--- src/logic/dbg_freeze_cfg.svh ---
/*
  register offsets, field positions and reset values of the debug freeze block.
  assumes inclusion by bare name from the design file.
*/
`ifndef DBG_FREEZE_CFG_SVH
`define DBG_FREEZE_CFG_SVH
`define OFS_PRIMARY      8'h04
`define OFS_SECONDARY    8'h08
`define RST_PRIMARY      32'h0000_0000
`define RST_SECONDARY    32'h0000_0000
`define MASK_PRIMARY     32'h0CB1_FB07
`define MASK_SECONDARY   32'h0003_0400
`define BIT_TMR_FOURTEEN 27
`define BIT_TMR_ELEVEN   26
`define BIT_TMR_EIGHT    23
`define BIT_TMR_SIX      21
`define BIT_TMR_FIVE     20
`define BIT_TW_ONE       16
`define BIT_TW_ZERO      15
`define BIT_CAN          14
`define BIT_TMR_TWO      13
`define BIT_TMR_ONE      12
`define BIT_TMR_ZERO     11
`define BIT_WWDG         9
`define BIT_FWDG         8
`define BIT_STANDBY      2
`define BIT_DEEPSLEEP    1
`define BIT_SLEEP        0
`define BIT_TW_TWO       17
`define BIT_LOWPOWER     16
`define BIT_RTC          10
`endif

--- src/logic/dbg_freeze_pkg.sv ---
/*
  types of the debug freeze block.
  assumes the cfg header is on the include path.
*/
package dbg_freeze_pkg;
  typedef enum logic [1:0] {
    mode_run,
    mode_sleep,
    mode_deepsleep,
    mode_standby
  } power_mode_t;

  typedef struct packed {
    logic freeze_tmr_fourteen;
    logic freeze_tmr_eleven;
    logic freeze_tmr_eight;
    logic freeze_tmr_six;
    logic freeze_tmr_five;
    logic freeze_tmr_two;
    logic freeze_tmr_one;
    logic freeze_tmr_zero;
    logic freeze_twowire_zero_state;
    logic freeze_twowire_one_timeout;
    logic freeze_twowire_two_state;
    logic freeze_can_counter;
    logic freeze_window_watchdog;
    logic freeze_free_watchdog;
    logic freeze_lowpower_counter;
    logic freeze_rtc_counter;
  } freeze_t;

  typedef struct packed {
    logic keep_clock_in_sleep;
    logic keep_clock_in_deepsleep;
    logic keep_clock_in_standby;
    logic use_internal_16mhz_oscillator;
    logic reset_on_standby_exit;
  } clock_keep_t;
endpackage

--- src/logic/debug_halt_freeze_control.sv ---
/*
  debug freeze control: two software hold registers, freeze strobes and
  clock-keep requests. assumes core_halted and power_mode come from other
  clock domains (synchronised here) and rstn is the power-on reset only.
*/
// The address-and-strobe port was left to the implementer.
// Operation
// - halted core with hold bit stops timer 11, 8 and 14 counters
// - halted core with hold bit freezes timer 6 and timer 5 counters
// - halted core with hold bit freezes timer 2, 1 and 0 counters
// - halted core with bit 15 holds two-wire 0 state against timeout
// - halted core with bit 16 suspends two-wire 1 timeout counting
// - halted core with bit 14 stops the CAN counter
// - halted core with bit 9 gates window watchdog counter clock
// - halted core with bit 8 gates free watchdog counter clock
// - standby with bit 2 keeps clocks on 16 MHz oscillator, reset on exit
// - deep-sleep with bit 1 keeps bus and system clocks on 16 MHz oscillator
// - sleep with bit 0 keeps the bus clock running
// - hold bits change only by software write; zero means no effect
// - secondary register at 0x08, resets to zero by power reset only
// - secondary bit 10 stops the RTC counter while halted
// - secondary bit 16 stops the low-power timer counter while halted
// - secondary bit 17 holds two-wire 2 state while halted
`timescale 1ns/10ps
`include "dbg_freeze_cfg.svh"

module debug_halt_freeze_control (
  // clock and reset
  input  wire logic                       clock,
  input  wire logic                       rstn,
  input  wire logic                       clk_en,
  // register port
  input  wire logic [7:0]                 addr,
  input  wire logic [31:0]                wdata,
  input  wire logic                       wr_stb,
  input  wire logic                       rd_stb,
  output logic      [31:0]                rdata,
  // core and power state
  input  wire logic                       core_halted,
  input  wire dbg_freeze_pkg::power_mode_t power_mode,
  // controls out
  output dbg_freeze_pkg::freeze_t        freeze,
  output dbg_freeze_pkg::clock_keep_t    clock_keep
);
  import dbg_freeze_pkg::*;

  // ************************************************************
  // input synchronisers
  // ************************************************************
  logic [2:0] sync1_r;
  logic [2:0] sync2_r;
  logic [2:0] sync1_nxt;
  logic [2:0] sync2_nxt;
  logic       halted_s;
  power_mode_t mode_s;

  always_comb begin
    sync1_nxt = {core_halted, power_mode};
    sync2_nxt = sync1_r;
  end

  always_ff @(posedge clock or negedge rstn) begin
    if (!rstn) begin
      sync1_r <= 3'h0;
      sync2_r <= 3'h0;
    end else if (clk_en) begin
      sync1_r <= sync1_nxt;
      sync2_r <= sync2_nxt;
    end
  end

  assign halted_s = sync2_r[2];
  assign mode_s   = power_mode_t'(sync2_r[1:0]);

  // ************************************************************
  // hold registers
  // ************************************************************
  logic [31:0] primary_r;
  logic [31:0] secondary_r;
  logic [31:0] rdata_r;
  logic [31:0] primary_nxt;
  logic [31:0] secondary_nxt;
  logic [31:0] rdata_nxt;

  // reserved bits are masked off so they always read back as zero
  always_comb begin
    primary_nxt   = primary_r;
    secondary_nxt = secondary_r;
    rdata_nxt     = 32'h0000_0000;
    if (wr_stb && addr == `OFS_PRIMARY) begin
      primary_nxt = wdata & `MASK_PRIMARY;
    end
    if (wr_stb && addr == `OFS_SECONDARY) begin
      secondary_nxt = wdata & `MASK_SECONDARY;
    end
    if (rd_stb) begin
      case (addr)
        `OFS_PRIMARY:   rdata_nxt = primary_r;
        `OFS_SECONDARY: rdata_nxt = secondary_r;
        default:        rdata_nxt = 32'h0000_0000;
      endcase
    end
  end

  // only the power reset reaches this process; system reset is not wired in
  always_ff @(posedge clock or negedge rstn) begin
    if (!rstn) begin
      primary_r   <= `RST_PRIMARY;
      secondary_r <= `RST_SECONDARY;
      rdata_r     <= 32'h0000_0000;
    end else if (clk_en) begin
      primary_r   <= primary_nxt;
      secondary_r <= secondary_nxt;
      rdata_r     <= rdata_nxt;
    end
  end

  assign rdata = rdata_r;

  // ************************************************************
  // freeze strobes and clock keep
  // ************************************************************
  freeze_t     freeze_r;
  freeze_t     freeze_nxt;
  clock_keep_t keep_r;
  clock_keep_t keep_nxt;
  logic        standby_seen_r;
  logic        standby_seen_nxt;
  logic [15:0] gate_out;

  // ************************************************************
  // per-unit freeze gates, bit order as the freeze struct
  // ************************************************************
  halt_gate #(
    .BIT_POS (`BIT_TMR_FOURTEEN)
  ) u_gate_tmr_fourteen (
    .halted    (halted_s),
    .hold_word (primary_r),
    .frozen    (gate_out[15])
  );

  halt_gate #(
    .BIT_POS (`BIT_TMR_ELEVEN)
  ) u_gate_tmr_eleven (
    .halted    (halted_s),
    .hold_word (primary_r),
    .frozen    (gate_out[14])
  );

  halt_gate #(
    .BIT_POS (`BIT_TMR_EIGHT)
  ) u_gate_tmr_eight (
    .halted    (halted_s),
    .hold_word (primary_r),
    .frozen    (gate_out[13])
  );

  halt_gate #(
    .BIT_POS (`BIT_TMR_SIX)
  ) u_gate_tmr_six (
    .halted    (halted_s),
    .hold_word (primary_r),
    .frozen    (gate_out[12])
  );

  halt_gate #(
    .BIT_POS (`BIT_TMR_FIVE)
  ) u_gate_tmr_five (
    .halted    (halted_s),
    .hold_word (primary_r),
    .frozen    (gate_out[11])
  );

  halt_gate #(
    .BIT_POS (`BIT_TMR_TWO)
  ) u_gate_tmr_two (
    .halted    (halted_s),
    .hold_word (primary_r),
    .frozen    (gate_out[10])
  );

  halt_gate #(
    .BIT_POS (`BIT_TMR_ONE)
  ) u_gate_tmr_one (
    .halted    (halted_s),
    .hold_word (primary_r),
    .frozen    (gate_out[9])
  );

  halt_gate #(
    .BIT_POS (`BIT_TMR_ZERO)
  ) u_gate_tmr_zero (
    .halted    (halted_s),
    .hold_word (primary_r),
    .frozen    (gate_out[8])
  );

  halt_gate #(
    .BIT_POS (`BIT_TW_ZERO)
  ) u_gate_tw_zero (
    .halted    (halted_s),
    .hold_word (primary_r),
    .frozen    (gate_out[7])
  );

  halt_gate #(
    .BIT_POS (`BIT_TW_ONE)
  ) u_gate_tw_one (
    .halted    (halted_s),
    .hold_word (primary_r),
    .frozen    (gate_out[6])
  );

  halt_gate #(
    .BIT_POS (`BIT_TW_TWO)
  ) u_gate_tw_two (
    .halted    (halted_s),
    .hold_word (secondary_r),
    .frozen    (gate_out[5])
  );

  halt_gate #(
    .BIT_POS (`BIT_CAN)
  ) u_gate_can (
    .halted    (halted_s),
    .hold_word (primary_r),
    .frozen    (gate_out[4])
  );

  halt_gate #(
    .BIT_POS (`BIT_WWDG)
  ) u_gate_window_watchdog (
    .halted    (halted_s),
    .hold_word (primary_r),
    .frozen    (gate_out[3])
  );

  halt_gate #(
    .BIT_POS (`BIT_FWDG)
  ) u_gate_free_watchdog (
    .halted    (halted_s),
    .hold_word (primary_r),
    .frozen    (gate_out[2])
  );

  halt_gate #(
    .BIT_POS (`BIT_LOWPOWER)
  ) u_gate_lowpower (
    .halted    (halted_s),
    .hold_word (secondary_r),
    .frozen    (gate_out[1])
  );

  halt_gate #(
    .BIT_POS (`BIT_RTC)
  ) u_gate_rtc (
    .halted    (halted_s),
    .hold_word (secondary_r),
    .frozen    (gate_out[0])
  );

  always_comb begin
    // gated by halt and hold bit alone, so counters resume once the core runs
    freeze_nxt = freeze_t'(gate_out);

    keep_nxt.keep_clock_in_sleep =
      (mode_s == mode_sleep) & primary_r[`BIT_SLEEP];
    keep_nxt.keep_clock_in_deepsleep =
      (mode_s == mode_deepsleep) & primary_r[`BIT_DEEPSLEEP];
    keep_nxt.keep_clock_in_standby =
      (mode_s == mode_standby) & primary_r[`BIT_STANDBY];
    keep_nxt.use_internal_16mhz_oscillator =
      keep_nxt.keep_clock_in_deepsleep | keep_nxt.keep_clock_in_standby;

    // remember a held standby; one pulse of reset request when it ends
    standby_seen_nxt = keep_nxt.keep_clock_in_standby;
    keep_nxt.reset_on_standby_exit =
      standby_seen_r & (mode_s != mode_standby);
  end

  always_ff @(posedge clock or negedge rstn) begin
    if (!rstn) begin
      freeze_r       <= '0;
      keep_r         <= '0;
      standby_seen_r <= 1'b0;
    end else if (clk_en) begin
      freeze_r       <= freeze_nxt;
      keep_r         <= keep_nxt;
      standby_seen_r <= standby_seen_nxt;
    end
  end

  assign freeze     = freeze_r;
  assign clock_keep = keep_r;

endmodule // debug_halt_freeze_control

// ************************************************************
// one freeze gate: a hold bit that only acts while halted
// ************************************************************
module halt_gate #(
  parameter int BIT_POS = 0
) (
  // halt state
  input  wire logic        halted,
  // hold register word
  input  wire logic [31:0] hold_word,
  // gated freeze request
  output logic             frozen
);
  // a zero hold bit leaves the unit running whatever the halt state
  assign frozen = halted & hold_word[BIT_POS];

endmodule // halt_gate

--- config.mk ---
export PLATFORM = sky130hd
export DESIGN_NAME = debug_halt_freeze_control
export DESIGN_NICKNAME = d
export VERILOG_FILES = /design/src/logic/dbg_freeze_pkg.sv /design/src/logic/debug_halt_freeze_control.sv
export VERILOG_INCLUDE_DIRS = /design/src /design/src/logic
export SDC_FILE = /design/constraint.sdc
export NUM_CORES = 1
export LEC_CHECK = 0
export ABC_AREA = 1
export BUFFER_PORTS_ARGS = -buffer_cell sky130_fd_sc_hd__buf_2
export CAP_MARGIN = 40
export CORE_MARGIN = 3
export CORE_UTILIZATION = 35
export CTS_CLUSTER_DIAMETER = 60
export DETAILED_ROUTE_END_ITERATION = 10
export GPL_ROUTABILITY_DRIVEN = 0
export PLACE_DENSITY = 0.64
export SETUP_SLACK_MARGIN = 0.05
export SLEW_MARGIN = 20
export SYNTH_ARGS = -nofsm -noshare
export SYNTH_HDL_FRONTEND = slang
export SYNTH_SLANG_ARGS = --single-unit
--- constraint.sdc ---
create_clock -name clock -period 1.1 [get_ports clock]
set_input_delay 0.055 -clock clock [delete_from_list [all_inputs] [get_ports clock]]
set_output_delay 0.055 -clock clock [all_outputs]
set_load 0.05 [all_outputs]
==> impl_metrics.json, run 1 <==
{
  "grt.overflow.total": 0,
  "grt_max_degree": 65,
  "cp_slowest_stage_delay_ns": 0.36,
  "critPathBufInv": 1,
  "synth_top_cell_by_area": "dfrtp_1",
  "finalSetupViolations": 0,
  "insertion_delay_ns": 0.33,
  "totalWireLength_mm": 6.66,
  "setup.worst_path.class": "flip-flop to output pin",
  "synth_top_area_share_pct": 58.1,
  "switching_share_pct": 25.5,
  "startpoint_type": "flip-flop",
  "ys_ff_latch": 64,
  "chipHeight_um": 94.7,
  "grt_pass1_vias": 2290,
  "holdWs_ns": 0.0287,
  "period_share_pct": 91.9,
  "crit_family": "flip-flops",
  "ys_warn_count": 0,
  "fillerInstances": 756,
  "areaGrowthSynthToFinish_pct": 34.0,
  "clkPwrFrac_pct": 40.9,
  "clock_skew_ns": 0.00585,
  "wl_per_cell_um": 12.8,
  "hold_path_class": "input port to flip-flop",
  "required_ns": 1.04,
  "clk_path_buf_depth": 2,
  "cellPowerDensity_nw_per_um2": 1360,
  "numCtsBuffers": 9,
  "period_minus_slack_ns": 1.01,
  "min_to": "rdata[2]$_DFFE_PN0P_",
  "drc": 0,
  "seq_area_frac_synth_pct": 58.1,
  "min_path_cells": 3,
  "end_kind": "output pin",
  "worstHoldStart": "rd_stb",
  "max_clock_freq_mhz": 989,
  "final_nets": 464,
  "status": "finished clean",
  "yosys-top-cells-area": "dfrtp_1 58%, nand2_1 19%, nand3_1 8.0%",
  "ioPinCount": 101,
  "drt_iter0_drc": 113,
  "p_comb_share_pct": 10.3,
  "synthMostInstantiatedCell": "nand2_1",
  "hold_violations": 0,
  "track_usage_pct": 15.8,
  "die_area_um2": 8970,
  "synth_edf_count": 0,
  "rrSetupSlack_ns": 0.21,
  "dieWidth_um": 94.7,
  "r2r-end": "freeze[15]$_DFFE_PN0P_",
  "ant_nets": 0,
  "crit_chain": "buf_2",
  "rows": 31,
  "avgSynthCellArea_um2": 8.75,
  "r2r_cells": 3,
  "peakVddDrop_uv": 612,
  "netlist_top_cells_count": "139 x nand2_1, 64 x dfrtp_1, 44 x nand3_1, 15 x buf_4, 12 x inv_1",
  "post_drt_via_cell_ratio": 4.55,
  "cts_tree": "yes",
  "drt_pass1_iterations": 6,
  "synth-async-reset-ratio_pct": 100,
  "slowest_stage": "dfrtp_1",
  "start_util_pct": 37.0,
  "htreeDepth": 3,
  "switching_power_uw": 1280,
  "core-area_um2": 7450,
  "antennaDiodeCount": 0,
  "drive_above_1_share_pct": 26.6,
  "clk_pin_slew_ns": 0.07,
  "netlist_instances": 315,
  "power.internal_uw": 3730,
  "antenna_found_initial": 0,
  "netlist_area_um2": 2760,
  "ys.flop_type": "dfrtp_1",
  "grt_pass1_wl_mm": 10.9,
  "maxCapViolations": 0,
  "num_vias": 2365,
  "root_buffer": "clkbuf_8",
  "drv_slew": 0,
  "clock_sinks": 64,
  "tns_ns": 0,
  "p_seq_share_pct": 48.7,
  "fin_area_um2": 3690,
  "cp.arrival_ns": 0.96,
  "timing.critical_path.fanout_max": 2,
  "post_dp_cell_area_um2": 3230,
  "rsz0062_at_grt": "true",
  "p_leak_uw": 0.00214,
  "io_buffers": 72,
  "rr_startpoint": "sync2_r[2]$_DFFE_PN0P_",
  "netlist-cell-type-count": 19,
  "detailed_place_hpwl_mm": 4.68
}
[cell usage in the layout (no fill, tap or decap), drive strengths merged]
| cell type | instances |
|---|---|
| o21ai | 10 |
| clkinv | 2 |
| o31ai | 1 |
| nand3 | 44 |
| inv | 13 |
| buf | 72 |
| bufinv | 1 |
| dfrtp | 64 |
| conb | 14 |
| nor2 | 9 |
| clkbuf | 23 |
| clkinvlp | 2 |
| dlygate4sd3 | 22 |
| nand2 | 143 |
| nand4 | 1 |
[routing by layer]
layer	track usage, %	wire length [µm]	part of all wire, %	vias up
met2	26.4	3360	50	60
met4	6.61	96	1.4	0
met1	20.0	2900	44	1132
li1	-	-	-	1164
met5	0	0	0	-
met3	3.19	307	4.6	9
[how the worst max path moves through the flow]
stage	startpoint	to	slack, ns	cells after the start
2_1_floorplan	sync2_r[2]$_DFFE_PN0P_	freeze[6]$_DFFE_PN0P_	0.20	4
3_3_place_gp	addr[7]	rdata[15]$_DFFE_PN0P_	0.008	8
3_5_place_dp	addr[5]	rdata[20]$_DFFE_PN0P_	-0.04	8
4_1_cts	freeze[1]$_DFFE_PN0P_	freeze[1]	0.05	1
5_1_grt	clock_keep[2]$_DFFE_PN0P_	clock_keep[2]	0.05	1
6_report	freeze[3]$_DFFE_PN0P_	freeze[3]	0.09	1
[tightest hold or removal path: stages]
cell and delay [ns]:
buf_2 0.12, nand2_1 0.06, o21ai_0 0.07
[area by class of cell]
| type | instances | area [µm²] | share of cell area, % |
|---|---|---|---|
| tap | 99 | 124 | 3.35 |
| sequential | 64 | 1600 | 43.4 |
| inverter | 13 | 48.8 | 1.32 |
| timing repair buffer | 106 | 753 | 20.4 |
| clock inverter | 5 | 55.1 | 1.49 |
| clock buffer | 11 | 151 | 4.10 |
| multi-input combinational | 222 | 958 | 26.0 |
[registers in the layout (all words and copies together) (netlist names)]
signal       count
rdata           18
freeze          16
sync1_r          3
primary_r       16
secondary_r      3
sync2_r          3
clock_keep       5
[metrics by stage]
stage	instances	worst slack [ns]	utilization, %	total power, µW
after floorplan	328	0.198	-	2780
after global placement	482	0.00801	43.4	2940
after detailed placement	482	-0.0356	43.4	2950
after CTS	520	0.0530	49.2	5080
after global routing	520	0.0489	49.6	5220
final	520	0.0891	49.6	5010
[repair_timing]
action                                 in CTS  in global routing
hold buffers                               22                  0
gates resized for setup                     1                 12
setup endpoints to repair                   1                 12
setup buffers                               0                  0
pin swaps                                   0                  0
endpoints found under the hold margin      86                  0
[cell families after synthesis]
group	count (synthesis)	synth area share [%]
other cells	1	0.136
compound gates	11	2.09
flops	64	58.1
simple gates	197	30.8
buf+inv	42	8.86
[power groups by stage]
stage          sequential, µW  combinational [µW]  clock, µW
6_report                 2440                 517       2050
5_1_grt                  2440                 567       2210
4_1_cts                  2440                 523       2120
3_5_place_dp             2480                 462          0
3_3_place_gp             2480                 458          0
2_1_floorplan            2500                 279          0
Power figures use the tool's default switching activity.
==> run 2: changes to the inputs <==
--- a/config.mk
+++ b/config.mk
@@ -10,11 +10,11 @@
 export BUFFER_PORTS_ARGS = -buffer_cell sky130_fd_sc_hd__buf_2
 export CAP_MARGIN = 40
 export CORE_MARGIN = 3
-export CORE_UTILIZATION = 35
+export CORE_UTILIZATION = 49
 export CTS_CLUSTER_DIAMETER = 60
 export DETAILED_ROUTE_END_ITERATION = 10
 export GPL_ROUTABILITY_DRIVEN = 0
-export PLACE_DENSITY = 0.64
+export PLACE_DENSITY = 0.83
 export SETUP_SLACK_MARGIN = 0.05
 export SLEW_MARGIN = 20
 export SYNTH_ARGS = -nofsm -noshare
==> impl_metrics.json, run 2 (synthesis gave the netlist of run 1 again) <==
{
  "status": "finished clean",
  "grt_max_degree": 65,
  "timing.critical_path.fanout_max": 3,
  "fin_area_um2": 3640,
  "setup.worst_path.class": "flip-flop to output pin",
  "final_nets": 464,
  "rrSetupSlack_ns": 0.21,
  "holdWs_ns": 0.0149,
  "cts_setup_buffers": 0,
  "required_ns": 1.04,
  "htreeDepth": 3,
  "detailed_place_hpwl_mm": 4.40,
  "startpoint_type": "flip-flop",
  "min_to": "rdata[2]$_DFFE_PN0P_",
  "critPathBufInv": 1,
  "cp.arrival_ns": 0.96,
  "clock_sinks": 64,
  "slowest_stage": "dfrtp_1",
  "crit_family": "flip-flops",
  "grt_pass1_vias": 2335,
  "post_dp_cell_area_um2": 3170,
  "period_minus_slack_ns": 1.01,
  "clk_path_buf_depth": 2,
  "dieWidth_um": 81.0,
  "drt_pass1_iterations": 5,
  "numCtsBuffers": 9,
  "areaGrowthSynthToFinish_pct": 32.2,
  "dp_cells": 453,
  "start_util_pct": 52.3,
  "drv_slew": 0,
  "rr_startpoint": "sync2_r[2]$_DFFE_PN0P_",
  "cellPowerDensity_nw_per_um2": 1320,
  "insertion_delay_ns": 0.34,
  "final-instance-count-excl-fill": 491,
  "core-area_um2": 5270,
  "wl_per_cell_um": 13.8,
  "hold_path_class": "input port to flip-flop",
  "largest_register_ffs": 18,
  "antenna_found_initial": 0,
  "rsz0062_at_grt": "true",
  "peakVddDrop_uv": 768,
  "hold_violations": 0,
  "clk_pin_slew_ns": 0.07,
  "tns_ns": 0,
  "io_buffers": 72,
  "die_area_um2": 6560,
  "track_usage_pct": 22.6,
  "post_drt_via_cell_ratio": 4.99,
  "min_path_cells": 3,
  "drt_iter0_drc": 227,
  "final_common_cell": "nand2_1",
  "rows": 26,
  "chipHeight_um": 81.0,
  "clock_skew_ns": 0.00823,
  "totalWireLength_mm": 6.80,
  "num_vias": 2448,
  "r2r-end": "freeze[13]$_DFFE_PN0P_",
  "finalSetupViolations": 0,
  "grt.overflow.total": 0,
  "max_clock_freq_mhz": 987,
  "drc": 0,
  "worstHoldStart": "rd_stb",
  "final_cell_mix": "139 x nand2_1, 64 x dfrtp_1, 46 x buf_2, 44 x nand3_1, 23 x clkbuf_4",
  "ioPinCount": 101,
  "period_share_pct": 92.1,
  "antennaDiodeCount": 0,
  "p_leak_uw": 0.00212,
  "end_kind": "output pin",
  "cp_slowest_stage_delay_ns": 0.40,
  "r2r_cells": 3,
  "ant_nets": 0,
  "root_buffer": "clkbuf_8",
  "fillerInstances": 434,
  "maxCapViolations": 0,
  "drive_above_1_share_pct": 26.4,
  "cts_tree": "yes",
  "crit_chain": "clkbuf_4",
  "grt_pass1_wl_mm": 10.9
}
run 2: worst max-delay path by stage:
stage | start | to | slack, ns | depth (start not counted)
after floorplan | sync2_r[2]$_DFFE_PN0P_ | freeze[6]$_DFFE_PN0P_ | 0.20 | 4
after global placement | addr[7] | rdata[26]$_DFFE_PN0P_ | 0.04 | 8
after detailed placement | addr[7] | rdata[11]$_DFFE_PN0P_ | -0.0007 | 8
after CTS | rdata[13]$_DFFE_PN0P_ | rdata[13] | 0.05 | 1
after global routing | clock_keep[2]$_DFFE_PN0P_ | clock_keep[2] | 0.03 | 1
final | clock_keep[2]$_DFFE_PN0P_ | clock_keep[2] | 0.09 | 1
run 2: metrics by stage:
| step | total power [µW] | setup WS (ns) | utilization (%) |
|---|---|---|---|
| global placement | 2930 | 0.0402 | 60.2 |
| global route | 5040 | 0.0307 | 69.1 |
| CTS | 4840 | 0.0512 | 67.9 |
| finish | 4810 | 0.0865 | 69.1 |
| floorplan | 2780 | 0.198 | - |
| detailed placement | 2940 | -0.000731 | 60.2 |
run 2: layout make-up:
cell class | count | area (µm²) | share of cell area (%)
Clock buffer | 13 | 169 | 4.64
Timing Repair Buffer | 106 | 761 | 20.9
Clock inverter | 3 | 15.0 | 0.412
Inverter | 13 | 48.8 | 1.34
Sequential cell | 64 | 1600 | 44.0
Multi-Input combinational cell | 222 | 958 | 26.3
Tap cell | 70 | 87.6 | 2.41
run 2: report_power, final:
part,internal [µW],switching [µW]
clock,991,856
sequential,2400,38.1
combinational,171,354
total,3570,1250
run 2: layer usage:
metal | GRT usage [%] | part of all wire (%) | vias up
met1 | 28.5 | 40 | 1136
met2 | 35.8 | 49 | 132
met5 | 0 | 0 | -
li1 | - | - | 1155
met4 | 12.0 | 3.6 | 0
met3 | 5.88 | 7.2 | 25
run 2: repair_timing:
| item | in CTS | in global routing |
|---|---|---|
| hold buffers | 22 | 0 |
| gates resized for setup | 2 | 25 |
| hold endpoints to repair | 86 | 0 |
| cloned | 0 | 0 |
| setup endpoints to repair | 2 | 24 |
